<file path="src/fbe_pkg.sv">
// Constants for the fieldbus interface enable bank
package fbe_pkg;

  // Register address: {object index, subindex}
  localparam int FBE_ADDR_W = 24;
  localparam int FBE_DATA_W = 32;
  localparam logic [15:0] FBE_IDX_AVAIL = 16'h2101;
  localparam logic [15:0] FBE_IDX_CTRL = 16'h2102;
  localparam logic [15:0] FBE_IDX_STATUS = 16'h2103;
  localparam logic [7:0] FBE_SUB_HIGHEST = 8'h00;
  localparam logic [7:0] FBE_SUB_MASK = 8'h01;
  localparam logic [7:0] FBE_SUB_ENABLED = 8'h02;
  localparam logic [23:0] FBE_ADDR_AVAIL = {FBE_IDX_AVAIL, 8'h00};
  localparam logic [23:0] FBE_ADDR_CTRL = {FBE_IDX_CTRL, 8'h00};
  localparam logic [23:0] FBE_ADDR_HIGHEST = {FBE_IDX_STATUS, FBE_SUB_HIGHEST};
  localparam logic [23:0] FBE_ADDR_MASK = {FBE_IDX_STATUS, FBE_SUB_MASK};
  localparam logic [23:0] FBE_ADDR_ENABLED = {FBE_IDX_STATUS, FBE_SUB_ENABLED};

  // Reset values
  localparam logic [31:0] FBE_RST_AVAIL = 32'h0019_0001;
  localparam logic [31:0] FBE_RST_CTRL = 32'h0008_0001;
  localparam logic [7:0] FBE_RST_HIGHEST = 8'h02;
  localparam logic [31:0] FBE_RST_MASK = 32'h0000_0000;
  localparam logic [31:0] FBE_RST_ENABLED = 32'h0008_0001;

  // Split between physical interfaces and protocols
  localparam int FBE_PHY_LSB = 0;
  localparam int FBE_PHY_MSB = 15;
  localparam int FBE_PROTO_LSB = 16;
  localparam int FBE_PROTO_MSB = 31;

  // Bit positions of each interface and protocol
  localparam int FBE_BIT_USB = 0;
  localparam int FBE_BIT_RS485 = 1;
  localparam int FBE_BIT_RS232 = 2;
  localparam int FBE_BIT_CAN = 3;
  localparam int FBE_BIT_ETHERNET_PORT = 4;
  localparam int FBE_BIT_REALTIME_ETHERNET = 5;
  localparam int FBE_BIT_SPI = 6;
  localparam int FBE_BIT_SERIAL_MODBUS = 16;
  localparam int FBE_BIT_TCP_MODBUS = 17;
  localparam int FBE_BIT_INDUSTRIAL_IP = 18;

  // All bits that name an interface or protocol
  localparam logic [31:0] FBE_DEFINED_BITS = 32'h0007_007f;

  localparam logic [31:0] FBE_ZERO = 32'h0000_0000;

endpackage

</file>
<file path="src/fbe_bank.sv">
// Fieldbus interface enable register bank
`timescale 1ns/1ps
module fbe_bank import fbe_pkg::*; (
  input wire logic sys_clk_i,
  input wire logic sys_rst_i,
  input wire logic [23:0] reg_addr_i,
  input wire logic [31:0] reg_wdata_i,
  input wire logic reg_wr_i,
  input wire logic reg_rd_i,
  input wire logic [31:0] avail_strap_i,
  input wire logic [31:0] mask_strap_i,
  output logic [31:0] reg_rdata_o,
  output logic [31:0] ctrl_o,
  output logic [31:0] enabled_o,
  output logic [6:0] phy_enabled_o,
  output logic [2:0] proto_enabled_o,
  output logic access_err_o,
  output logic write_refused_o,
  output logic ready_o
);

  typedef enum logic [2:0] {
    FBE_REG_NONE = 3'b000,
    FBE_REG_AVAIL = 3'b001,
    FBE_REG_CTRL = 3'b011,
    FBE_REG_HIGHEST = 3'b010,
    FBE_REG_MASK = 3'b110,
    FBE_REG_ENABLED = 3'b111
  } fbe_reg_t;

  typedef struct packed {
    logic [31:0] ctrl;
    logic [31:0] enabled;
    logic [31:0] rdata;
    logic [6:0] phy_en;
    logic [2:0] proto_en;
    logic err;
    logic refused;
    logic ready;
  } fbe_bank_state_t;

  fbe_bank_state_t s_r;
  fbe_bank_state_t s_nxt;

  logic [31:0] avail;
  logic [31:0] mask;
  logic loaded;
  logic [31:0] ctrl_merged;
  logic [31:0] ctrl_refused;
  fbe_reg_t rd_sel;
  fbe_reg_t wr_sel;
  logic [31:0] rd_word;
  logic [31:0] active;

  // Address decode, shared by read and write
  function automatic fbe_reg_t fbe_decode(input logic [23:0] addr);
    case (addr)
      FBE_ADDR_AVAIL: fbe_decode = FBE_REG_AVAIL;
      FBE_ADDR_CTRL: fbe_decode = FBE_REG_CTRL;
      FBE_ADDR_HIGHEST: fbe_decode = FBE_REG_HIGHEST;
      FBE_ADDR_MASK: fbe_decode = FBE_REG_MASK;
      FBE_ADDR_ENABLED: fbe_decode = FBE_REG_ENABLED;
      default: fbe_decode = FBE_REG_NONE;
    endcase
  endfunction

  // Physical half of a word
  function automatic logic [6:0] fbe_phy(input logic [31:0] w);
    fbe_phy = {w[FBE_BIT_SPI], w[FBE_BIT_REALTIME_ETHERNET],
               w[FBE_BIT_ETHERNET_PORT], w[FBE_BIT_CAN], w[FBE_BIT_RS232],
               w[FBE_BIT_RS485], w[FBE_BIT_USB]};
  endfunction

  // Protocol half of a word
  function automatic logic [2:0] fbe_proto(input logic [31:0] w);
    fbe_proto = {w[FBE_BIT_INDUSTRIAL_IP], w[FBE_BIT_TCP_MODBUS],
                 w[FBE_BIT_SERIAL_MODBUS]};
  endfunction

  fbe_strap u_strap (
    .sys_clk_i(sys_clk_i),
    .sys_rst_i(sys_rst_i),
    .avail_strap_i(avail_strap_i),
    .mask_strap_i(mask_strap_i),
    .avail_o(avail),
    .mask_o(mask),
    .loaded_o(loaded)
  );

  fbe_merge u_merge (
    .ctrl_i(s_r.ctrl),
    .wdata_i(reg_wdata_i),
    .avail_i(avail),
    .mask_i(mask),
    .ctrl_o(ctrl_merged),
    .refused_o(ctrl_refused)
  );

  always_comb begin
    rd_sel = fbe_decode(reg_addr_i);
    wr_sel = fbe_decode(reg_addr_i);
    // Read multiplexer
    case (rd_sel)
      FBE_REG_AVAIL: rd_word = avail;
      FBE_REG_CTRL: rd_word = s_r.ctrl;
      FBE_REG_HIGHEST: rd_word = {24'h00_0000, FBE_RST_HIGHEST};
      FBE_REG_MASK: rd_word = mask;
      FBE_REG_ENABLED: rd_word = s_r.enabled;
      default: rd_word = FBE_ZERO;
    endcase
  end

  always_comb begin
    s_nxt = s_r;
    s_nxt.err = 1'b0;
    s_nxt.refused = 1'b0;
    // Read data stand one cycle only
    s_nxt.rdata = reg_rd_i ? rd_word : FBE_ZERO;
    if (reg_rd_i && (rd_sel == FBE_REG_NONE)) begin
      s_nxt.err = 1'b1;
    end
    if (reg_wr_i) begin
      case (wr_sel)
        FBE_REG_CTRL: begin
          s_nxt.ctrl = ctrl_merged;
          s_nxt.refused = |ctrl_refused;
        end
        default: begin
          // Read-only and unmapped words ignore writes
          s_nxt.err = 1'b1;
        end
      endcase
    end
    // Active entries follow control where present
    active = s_nxt.ctrl & avail & FBE_DEFINED_BITS;
    s_nxt.enabled = active;
    s_nxt.phy_en = fbe_phy(active);
    s_nxt.proto_en = fbe_proto(active);
    s_nxt.ready = loaded;
  end

  always_ff @(posedge sys_clk_i) begin
    if (sys_rst_i) begin
      s_r.ctrl <= FBE_RST_CTRL;
      s_r.enabled <= FBE_RST_ENABLED;
      s_r.rdata <= FBE_ZERO;
      s_r.phy_en <= fbe_phy(FBE_RST_ENABLED);
      s_r.proto_en <= fbe_proto(FBE_RST_ENABLED);
      s_r.err <= 1'b0;
      s_r.refused <= 1'b0;
      s_r.ready <= 1'b0;
    end else begin
      s_r <= s_nxt;
    end
  end

  assign reg_rdata_o = s_r.rdata;
  assign ctrl_o = s_r.ctrl;
  assign enabled_o = s_r.enabled;
  assign phy_enabled_o = s_r.phy_en;
  assign proto_enabled_o = s_r.proto_en;
  assign access_err_o = s_r.err;
  assign write_refused_o = s_r.refused;
  assign ready_o = s_r.ready;

endmodule

</file>
<file path="src/fbe_merge.sv">
// Merges a control write with the bits software may switch
`timescale 1ns/1ps
module fbe_merge import fbe_pkg::*; (
  input wire logic [31:0] ctrl_i,
  input wire logic [31:0] wdata_i,
  input wire logic [31:0] avail_i,
  input wire logic [31:0] mask_i,
  output logic [31:0] ctrl_o,
  output logic [31:0] refused_o
);

  function automatic logic [31:0] fbe_switchable(input logic [31:0] avail,
                                                 input logic [31:0] mask);
    fbe_switchable = avail & mask & FBE_DEFINED_BITS;
  endfunction

  logic [31:0] sw;

  always_comb begin
    sw = fbe_switchable(avail_i, mask_i);
    // Locked or absent entries keep their value
    ctrl_o = (ctrl_i & ~sw) | (wdata_i & sw);
    refused_o = (ctrl_i ^ wdata_i) & ~sw;
  end

endmodule

</file>
<file path="src/fbe_strap.sv">
// Captures availability and disable-mask straps after reset release
`timescale 1ns/1ps
module fbe_strap import fbe_pkg::*; (
  input wire logic sys_clk_i,
  input wire logic sys_rst_i,
  input wire logic [31:0] avail_strap_i,
  input wire logic [31:0] mask_strap_i,
  output logic [31:0] avail_o,
  output logic [31:0] mask_o,
  output logic loaded_o
);

  typedef enum logic [1:0] {
    FBE_ST_WAIT = 2'b00,
    FBE_ST_LOAD = 2'b01,
    FBE_ST_RUN = 2'b11
  } fbe_strap_st_t;

  typedef struct packed {
    fbe_strap_st_t st;
    logic [31:0] avail;
    logic [31:0] mask;
    logic loaded;
  } fbe_strap_state_t;

  fbe_strap_state_t s_r;
  fbe_strap_state_t s_nxt;

  always_comb begin
    s_nxt = s_r;
    case (s_r.st)
      FBE_ST_WAIT: begin
        s_nxt.st = FBE_ST_LOAD;
      end
      FBE_ST_LOAD: begin
        // Availability and mask reflect fitted hardware
        s_nxt.avail = avail_strap_i;
        s_nxt.mask = mask_strap_i;
        s_nxt.loaded = 1'b1;
        s_nxt.st = FBE_ST_RUN;
      end
      FBE_ST_RUN: begin
        s_nxt.st = FBE_ST_RUN;
      end
      default: begin
        s_nxt.st = FBE_ST_WAIT;
      end
    endcase
  end

  always_ff @(posedge sys_clk_i) begin
    if (sys_rst_i) begin
      s_r.st <= FBE_ST_WAIT;
      s_r.avail <= FBE_RST_AVAIL;
      s_r.mask <= FBE_RST_MASK;
      s_r.loaded <= 1'b0;
    end else begin
      s_r <= s_nxt;
    end
  end

  assign avail_o = s_r.avail;
  assign mask_o = s_r.mask;
  assign loaded_o = s_r.loaded;

endmodule
</file>
<file path="config.mk">
export PLATFORM = sky130hd
export DESIGN_NAME = fbe_bank
export DESIGN_NICKNAME = d
export VERILOG_FILES = /design/src/fbe_pkg.sv /design/src/fbe_bank.sv /design/src/fbe_merge.sv /design/src/fbe_strap.sv
export SDC_FILE = /design/constraint.sdc
export NUM_CORES = 1
export LEC_CHECK = 0
export BUFFER_PORTS_ARGS = -buffer_cell sky130_fd_sc_hd__buf_2
export CAP_MARGIN = 20
export CORE_MARGIN = 8
export CORE_UTILIZATION = 55
export DETAILED_ROUTE_END_ITERATION = 7
export PLACE_DENSITY = 0.8
export SKIP_LAST_GASP = 1
export SYNTH_ARGS = -nofsm -noshare
export SYNTH_HDL_FRONTEND = slang
export SYNTH_HIERARCHICAL = 1
export SYNTH_SLANG_ARGS = --single-unit
</file>
<file path="constraint.sdc">
create_clock -name sys_clk_i -period 4.1 [get_ports sys_clk_i]
set_input_delay 0.205 -clock sys_clk_i [delete_from_list [all_inputs] [get_ports sys_clk_i]]
set_output_delay 0.205 -clock sys_clk_i [all_outputs]
set_load 0.01 [all_outputs]
</file>
# Yosys cells after proc, flatten, opt, wreduce, memory -nomap -nowiden
# Index checks and enable logic that the tools add are counted.
totals:
  reg_bits: 176
  input_bits: 124
  out_inout_bits: 109
  wordCells: 54
classes:
  eq_ne: 12
  mux: 11
  n_bitwise: 11
  n_reduce_logical: 7
op_table:
  columns: ["cell", "n"]
  rows:
  - ["one-hot mux 32 bit (5 select lines)", 1]
  - ["equality test 24 x 22 -> 1 bit (second input constant)", 5]
  - ["two-way mux 32 bit", 3]
  - ["two-way mux 65 bit", 1]
  - ["AND 32 bit", 2]
  - ["AND 19 bit", 2]
  - ["AND 32 x 19 -> 32 bit", 1]
  - ["inverter 19 -> 32 bit", 1]
  - ["bitwise OR 32 bit", 1]
  - ["OR reduction 32 bit", 1]
  - ["XOR 32 bit", 1]
  - ["one-hot mux 3 bit (5 select lines)", 1]
  - ["equality test 3 x 2 -> 1 bit (second input constant)", 2]
  - ["equality test 3 bit (second input constant)", 2]
  - ["one-hot mux 2 bit (2 select lines)", 1]
  - ["OR reduction 2 bit", 2]
  - ["equality test 3 x 1 -> 1 bit (second input constant)", 1]
  - ["zero test 3 bit", 1]
  - ["two-way mux 1 bit", 3]
  - ["inverter 1 bit", 3]
  - ["OR reduction 3 bit", 1]
  - ["equality test 2 x 1 -> 1 bit (second input constant)", 1]
  - ["equality test 2 bit (second input constant)", 1]
  - ["zero test 2 bit", 1]
  - ["2 further kinds", 2]

# Longest topological paths before layout
depth:
  ltp_word: 8
  depth_mapped: 7
  depth_no_buf: 6

# Cells and area by module
# Netlist, hierarchy kept.
by_module_without_submodules:
  columns: ["mod", "n_inst", "cells_per_inst", "area_each_um2", "seq_area_each_um2"]
  rows:
  - ["fbe_bank", 1, 470, 4107.7, 1561.5]
  - ["fbe_strap", 1, 361, 3701.0, 1341.3]
  - ["fbe_merge", 1, 84, 683.2, 0.0]

# Least setup slack after synthesis
# No wires, ideal clock.
synth_timing:
  path_kind: "input to register"
  start: "in reg_addr_i[9]"
  end: "reg s_r (netlist bit enabled_o[0])"
  setup_time_ps: 122
  arrival_ps: 1263
  required_ps: 3978
  slack_ps: 2714
  stages: 6
  n_path_buf: 2
  cell_sequence: "buf_2 nor4b_4 and4_1 buf_6 a21oi_2 a311o_1"
synth_via:
  elab_chain_cells: 6
  elab_cells_between_ends: 10
  classes_between: "eq/ne: 6; mux: 3; bitwise: 1"
synth_lines:
  columns: ["element", "line", "source"]
  rows:
  - ["from (decl)", "fbe_bank.sv:6", "input wire logic [23:0] reg_addr_i,"]
  - ["equality test 24 x 22 -> 1 bit", "fbe_bank.sv:57", "case (addr)"]
  - ["one-hot mux 3 bit (5 select lines) *", "fbe_bank.sv:57", null]
  - ["equality test 3 x 2 -> 1 bit *", "fbe_bank.sv:123", "case (wr_sel)"]
  - ["two-way mux 32 bit *", "fbe_bank.sv:123", null]
  - ["two-way mux 32 bit *", "fbe_bank.sv:122", "if (reg_wr_i) begin"]
  - ["AND 19 bit *", "fbe_bank.sv:135", "active = s_nxt.ctrl & avail & FBE_DEFINED_BITS;"]
  - ["to (signal assigned)", "fbe_bank.sv:153", "s_r <= s_nxt;"]
  - ["to (decl)", "fbe_bank.sv:42", "fbe_bank_state_t s_r;"]
# Mark *: on every way between the ends. The rest lies on a longest branch, timed or not.
# A chain may end at the register's enable or synchronous reset.

# Worst setup path in the final report
layout_timing:
  start: "reg u_strap/s_r[66] in the netlist's numbering"
  end: "reg, netlist name u_strap/mask_o[31]"
layout_via:
  elab_chain_cells: 1
layout_lines:
  columns: ["element", "line", "source"]
  rows:
  - ["from (decl)", "fbe_strap.sv:26", "fbe_strap_state_t s_r;"]
  - ["from (signal assigned)", "fbe_strap.sv:58", "s_r <= s_nxt;"]
  - ["equality test 2 x 1 -> 1 bit", "fbe_strap.sv:31", "case (s_r.st)"]
# No other way between the ends.

==> impl_metrics.env <==
export IMPL_clk_root_buffer_cell="sky130_fd_sc_hd__clkbuf_16"
export IMPL_worstSetupPathType="flip-flop to flip-flop"
export IMPL_post_cts_setup_inserts=0
export IMPL_synth_lib_cells_used_distinct=47
export IMPL_timing_setup_tns_ns=0
export IMPL_timing_slew_headroom_pct=30.6
export IMPL_final_min_period_over_clock_period_pct=56.5
export IMPL_critical_path_reg2reg_startpoint="u_strap/s_r[66]"
export IMPL_timing_reg2reg_setup_slack_ns=1.79
export IMPL_cts_reportedPaths_clkPinSlew_ns=0.06
export IMPL_cts_hold_repair_buffers=0
export IMPL_final_min_clock_period_ns=2.31
export IMPL_dr_first_iter_drc_count=615
export IMPL_rsz0062_at_grt="no"
export IMPL_routedWlPerCell_um=21.0
export IMPL_post_synth_cell_area_avg_sq_um=9.28
export IMPL_first_global_vias=6793
export IMPL_global_route_wire_length_before_repair_mm=37.9
export IMPL_core_area_sq_um=15100
export IMPL_finish_net_count=1101
export IMPL_global_route_overflow_total=0
export IMPL_timing_final_hold_violations=0
export IMPL_die_width_um=140
export IMPL_slew_at_the_pin_closest_to_its_max_slew_limit_ns=1.04
export IMPL_cp_slowest_stage_delay_ns=0.89
export IMPL_io_pins=233
export IMPL_timing_final_max_slew_violations=0
export IMPL_placement_rows=45
export IMPL_timing_hold_worst_endpoint="u_strap/avail_o[20]"
export IMPL_hold_path_cell_count=3
export IMPL_timing_critical_path_from_type="flip-flop"
export IMPL_peakVddDrop_v=0.000272
export IMPL_fin_skew_ns=0.0113
export IMPL_power_switching_fraction_pct=24.0
export IMPL_holdCritStartpoint="avail_strap_i[20]"
export IMPL_synth_warning_count=6
export IMPL_antenna_found_initial=11
export IMPL_totalWireLength_mm=24.9
export IMPL_gp_congestion=0.889
export IMPL_synthCells=915
export IMPL_worstPathCellList="nor2b_4 -> buf_4 -> o21ai_1"
export IMPL_route_detailed_vias_per_inst=5.99
export IMPL_placement_io_buffers=211
export IMPL_drt_first_pass_iters=5
export IMPL_power_switching_uw=833
export IMPL_p_int_uw=2630
export IMPL_p_seq_share_pct=43.3
export IMPL_power_leakage_uw=0.00363
export IMPL_rr_endpoint="u_strap/mask_o[31]"
export IMPL_power_density_nw_per_um2=375
export IMPL_timing_max_cap_violations=0
export IMPL_crit_path_top_delay_cell="sky130_fd_sc_hd__nor2b_4"
export IMPL_tritoncts_num_sinks=145
export IMPL_drcViolationCount=0
export IMPL_die_area_sq_um=19700
export IMPL_final_core_util_pct=61.1
export IMPL_critical_path_arrival_ns=2.62
export IMPL_mapped_area_sq_um=8490
export IMPL_cp_required_ns=4.40
export IMPL_report_power_total_uw=3470
export IMPL_start_util_pct=56.1
export IMPL_cts_max_path_buffers=2
export IMPL_report_final_setup_viol=0
export IMPL_placement_setup_worst_slack_ns=1.83
export IMPL_place_hpwl_mm=17.4
export IMPL_setup_ws_post_layout_ns=1.79
export IMPL_synth_ff_latch_count=145
export IMPL_timing_reg2reg_worst_path_depth=3
export IMPL_route_antenna_remaining_nets=0
export IMPL_num_vias=7099
export IMPL_syn2layout_area_growth_pct=9.00
export IMPL_run_status="completed"
export IMPL_clock_tree_htree_level_count=4
export IMPL_cts_repair_resize_count=0
export IMPL_clock_power_share_pct=47.2
export IMPL_final_common_cell="sky130_fd_sc_hd__buf_2"
export IMPL_synth_edff_count=0
export IMPL_achievable_frequency_mhz=432
export IMPL_worst_hold_slack_ns=0.0362
export IMPL_synth_seq_area_share_pct=34.2
export IMPL_synthArstFlopShare_pct=0
export IMPL_grt_total_usage_pct=24.3
export IMPL_critical_path_peak_fanout=62
export IMPL_grt_start_max_net_pins=100
export IMPL_critical_path_endpoint_type="flip-flop"
export IMPL_min_path_type="primary input to flip-flop"
export IMPL_numCtsBuffers=17
export IMPL_layout_drive_gt1_share_pct=36.4
export IMPL_fp_dieH_um=140
export IMPL_comb_power_share_pct=9.5
export IMPL_postSynth_topFlopCell="sky130_fd_sc_hd__dfxtp_1"
export IMPL_clkLatencyLatePin_ns=0.43
export IMPL_cts_tree="done"
export IMPL_fillerInstances=1305
export IMPL_layout_common_cells="210 x sky130_fd_sc_hd__buf_2, 143 x sky130_fd_sc_hd__dfxtp_1, 72 x sky130_fd_sc_hd__nand4_1"
==> flip-flops by register name (all words and copies together), names as in the netlist, named ones only <==
signal	cells
access_err_o	1
u_strap/s_r	2
write_refused_o	1
ready_o	1
reg_rdata_o	32
enabled_o	11
ctrl_o	23
u_strap/loaded_o	1
u_strap/mask_o	32
u_strap/avail_o	32
==> stage by stage <==
step	instance area, sq um	cells
2_1_floorplan	8570	935
3_3_place_gp	8560	1144
3_5_place_dp	8610	1146
4_1_cts	9240	1178
5_1_grt	9260	1185
6_report	9260	1185
==> layout make-up <==
type	count	area (sq um)	area share, %
diodes	7	17.5	0.189
clock buffers	22	494	5.34
clock inverters	10	130	1.41
inverters	3	11.3	0.122
multi-input cells	585	4260	46.0
flip-flops and latches	145	2910	31.4
well taps	188	235	2.54
repair buffers	225	1200	13.0
==> worst max-delay path: cells and delay by family (launching register included) <==
kind	cells	cell delay, ns
AO/OA/AOI/OAI	1	0.12
flip-flops	1	0.63
AND/OR/NAND/NOR	1	0.89
buffers and inverters	1	0.50
==> cells in the mapped netlist, types with 22 or more instances <==
master	instances	area (sq um)
sky130_fd_sc_hd__nand2_1	23	86.3
sky130_fd_sc_hd__a21oi_2	29	254
sky130_fd_sc_hd__clkbuf_1	37	139
sky130_fd_sc_hd__a22o_1	42	368
sky130_fd_sc_hd__nand4bb_1	60	676
sky130_fd_sc_hd__a21oi_1	53	265
sky130_fd_sc_hd__o21ai_2	50	438
sky130_fd_sc_hd__buf_4	123	923
sky130_fd_sc_hd__nand2b_1	61	382
sky130_fd_sc_hd__nand3_1	24	120
sky130_fd_sc_hd__dfxtp_1	145	2900
sky130_fd_sc_hd__o21ai_0	33	165
sky130_fd_sc_hd__buf_2	26	130
sky130_fd_sc_hd__xor2_1	22	193
sky130_fd_sc_hd__nand4_1	72	450
==> how the worst max path moves through the flow <==
stage | from | endpoint | slack [ns] | cells past startpoint
finish | u_strap/s_r[66] | u_strap/mask_o[31] | 1.79 | 3
global route | u_strap/s_r[66] | u_strap/mask_o[31] | 1.66 | 3
CTS | u_strap/s_r[66] | u_strap/mask_o[31] | 1.82 | 3
detailed placement | reg_addr_i[13] | ctrl_o[4] | 1.83 | 6
global placement | reg_addr_i[23] | ctrl_o[16] | 1.79 | 5
floorplan | reg_addr_i[9] | enabled_o[0] | 2.71 | 6
==> power by group through the flow <==
stage | sequential (uW) | clock (uW) | combinational, uW
3_3_place_gp | 1530 | 0 | 312
2_1_floorplan | 1500 | 0 | 304
3_5_place_dp | 1530 | 0 | 322
6_report | 1500 | 1640 | 328
4_1_cts | 1500 | 1640 | 324
5_1_grt | 1510 | 1710 | 355
==> layer usage <==
layer	global-route usage [%]	up-vias	routed length (um)
li1	-	3314	-
met1	31.7	3348	10600
met2	35.1	375	10800
met3	7.88	54	2540
met4	12.7	8	913
met5	0	-	46
==> kinds of logic after synthesis <==
logic type	Yosys count	share of synthesized area, %
AOI/OAI and AO/OA	226	19.2
other	1	0.0442
muxes	14	2.24
and+or+nand+nor	291	24.2
xor gates and xnor gates	32	3.30
DFF	145	34.2
buffers and inverters	205	16.7
adders and majority gates	1	0.118
Note: power is estimated with default switching activity, not from simulation.
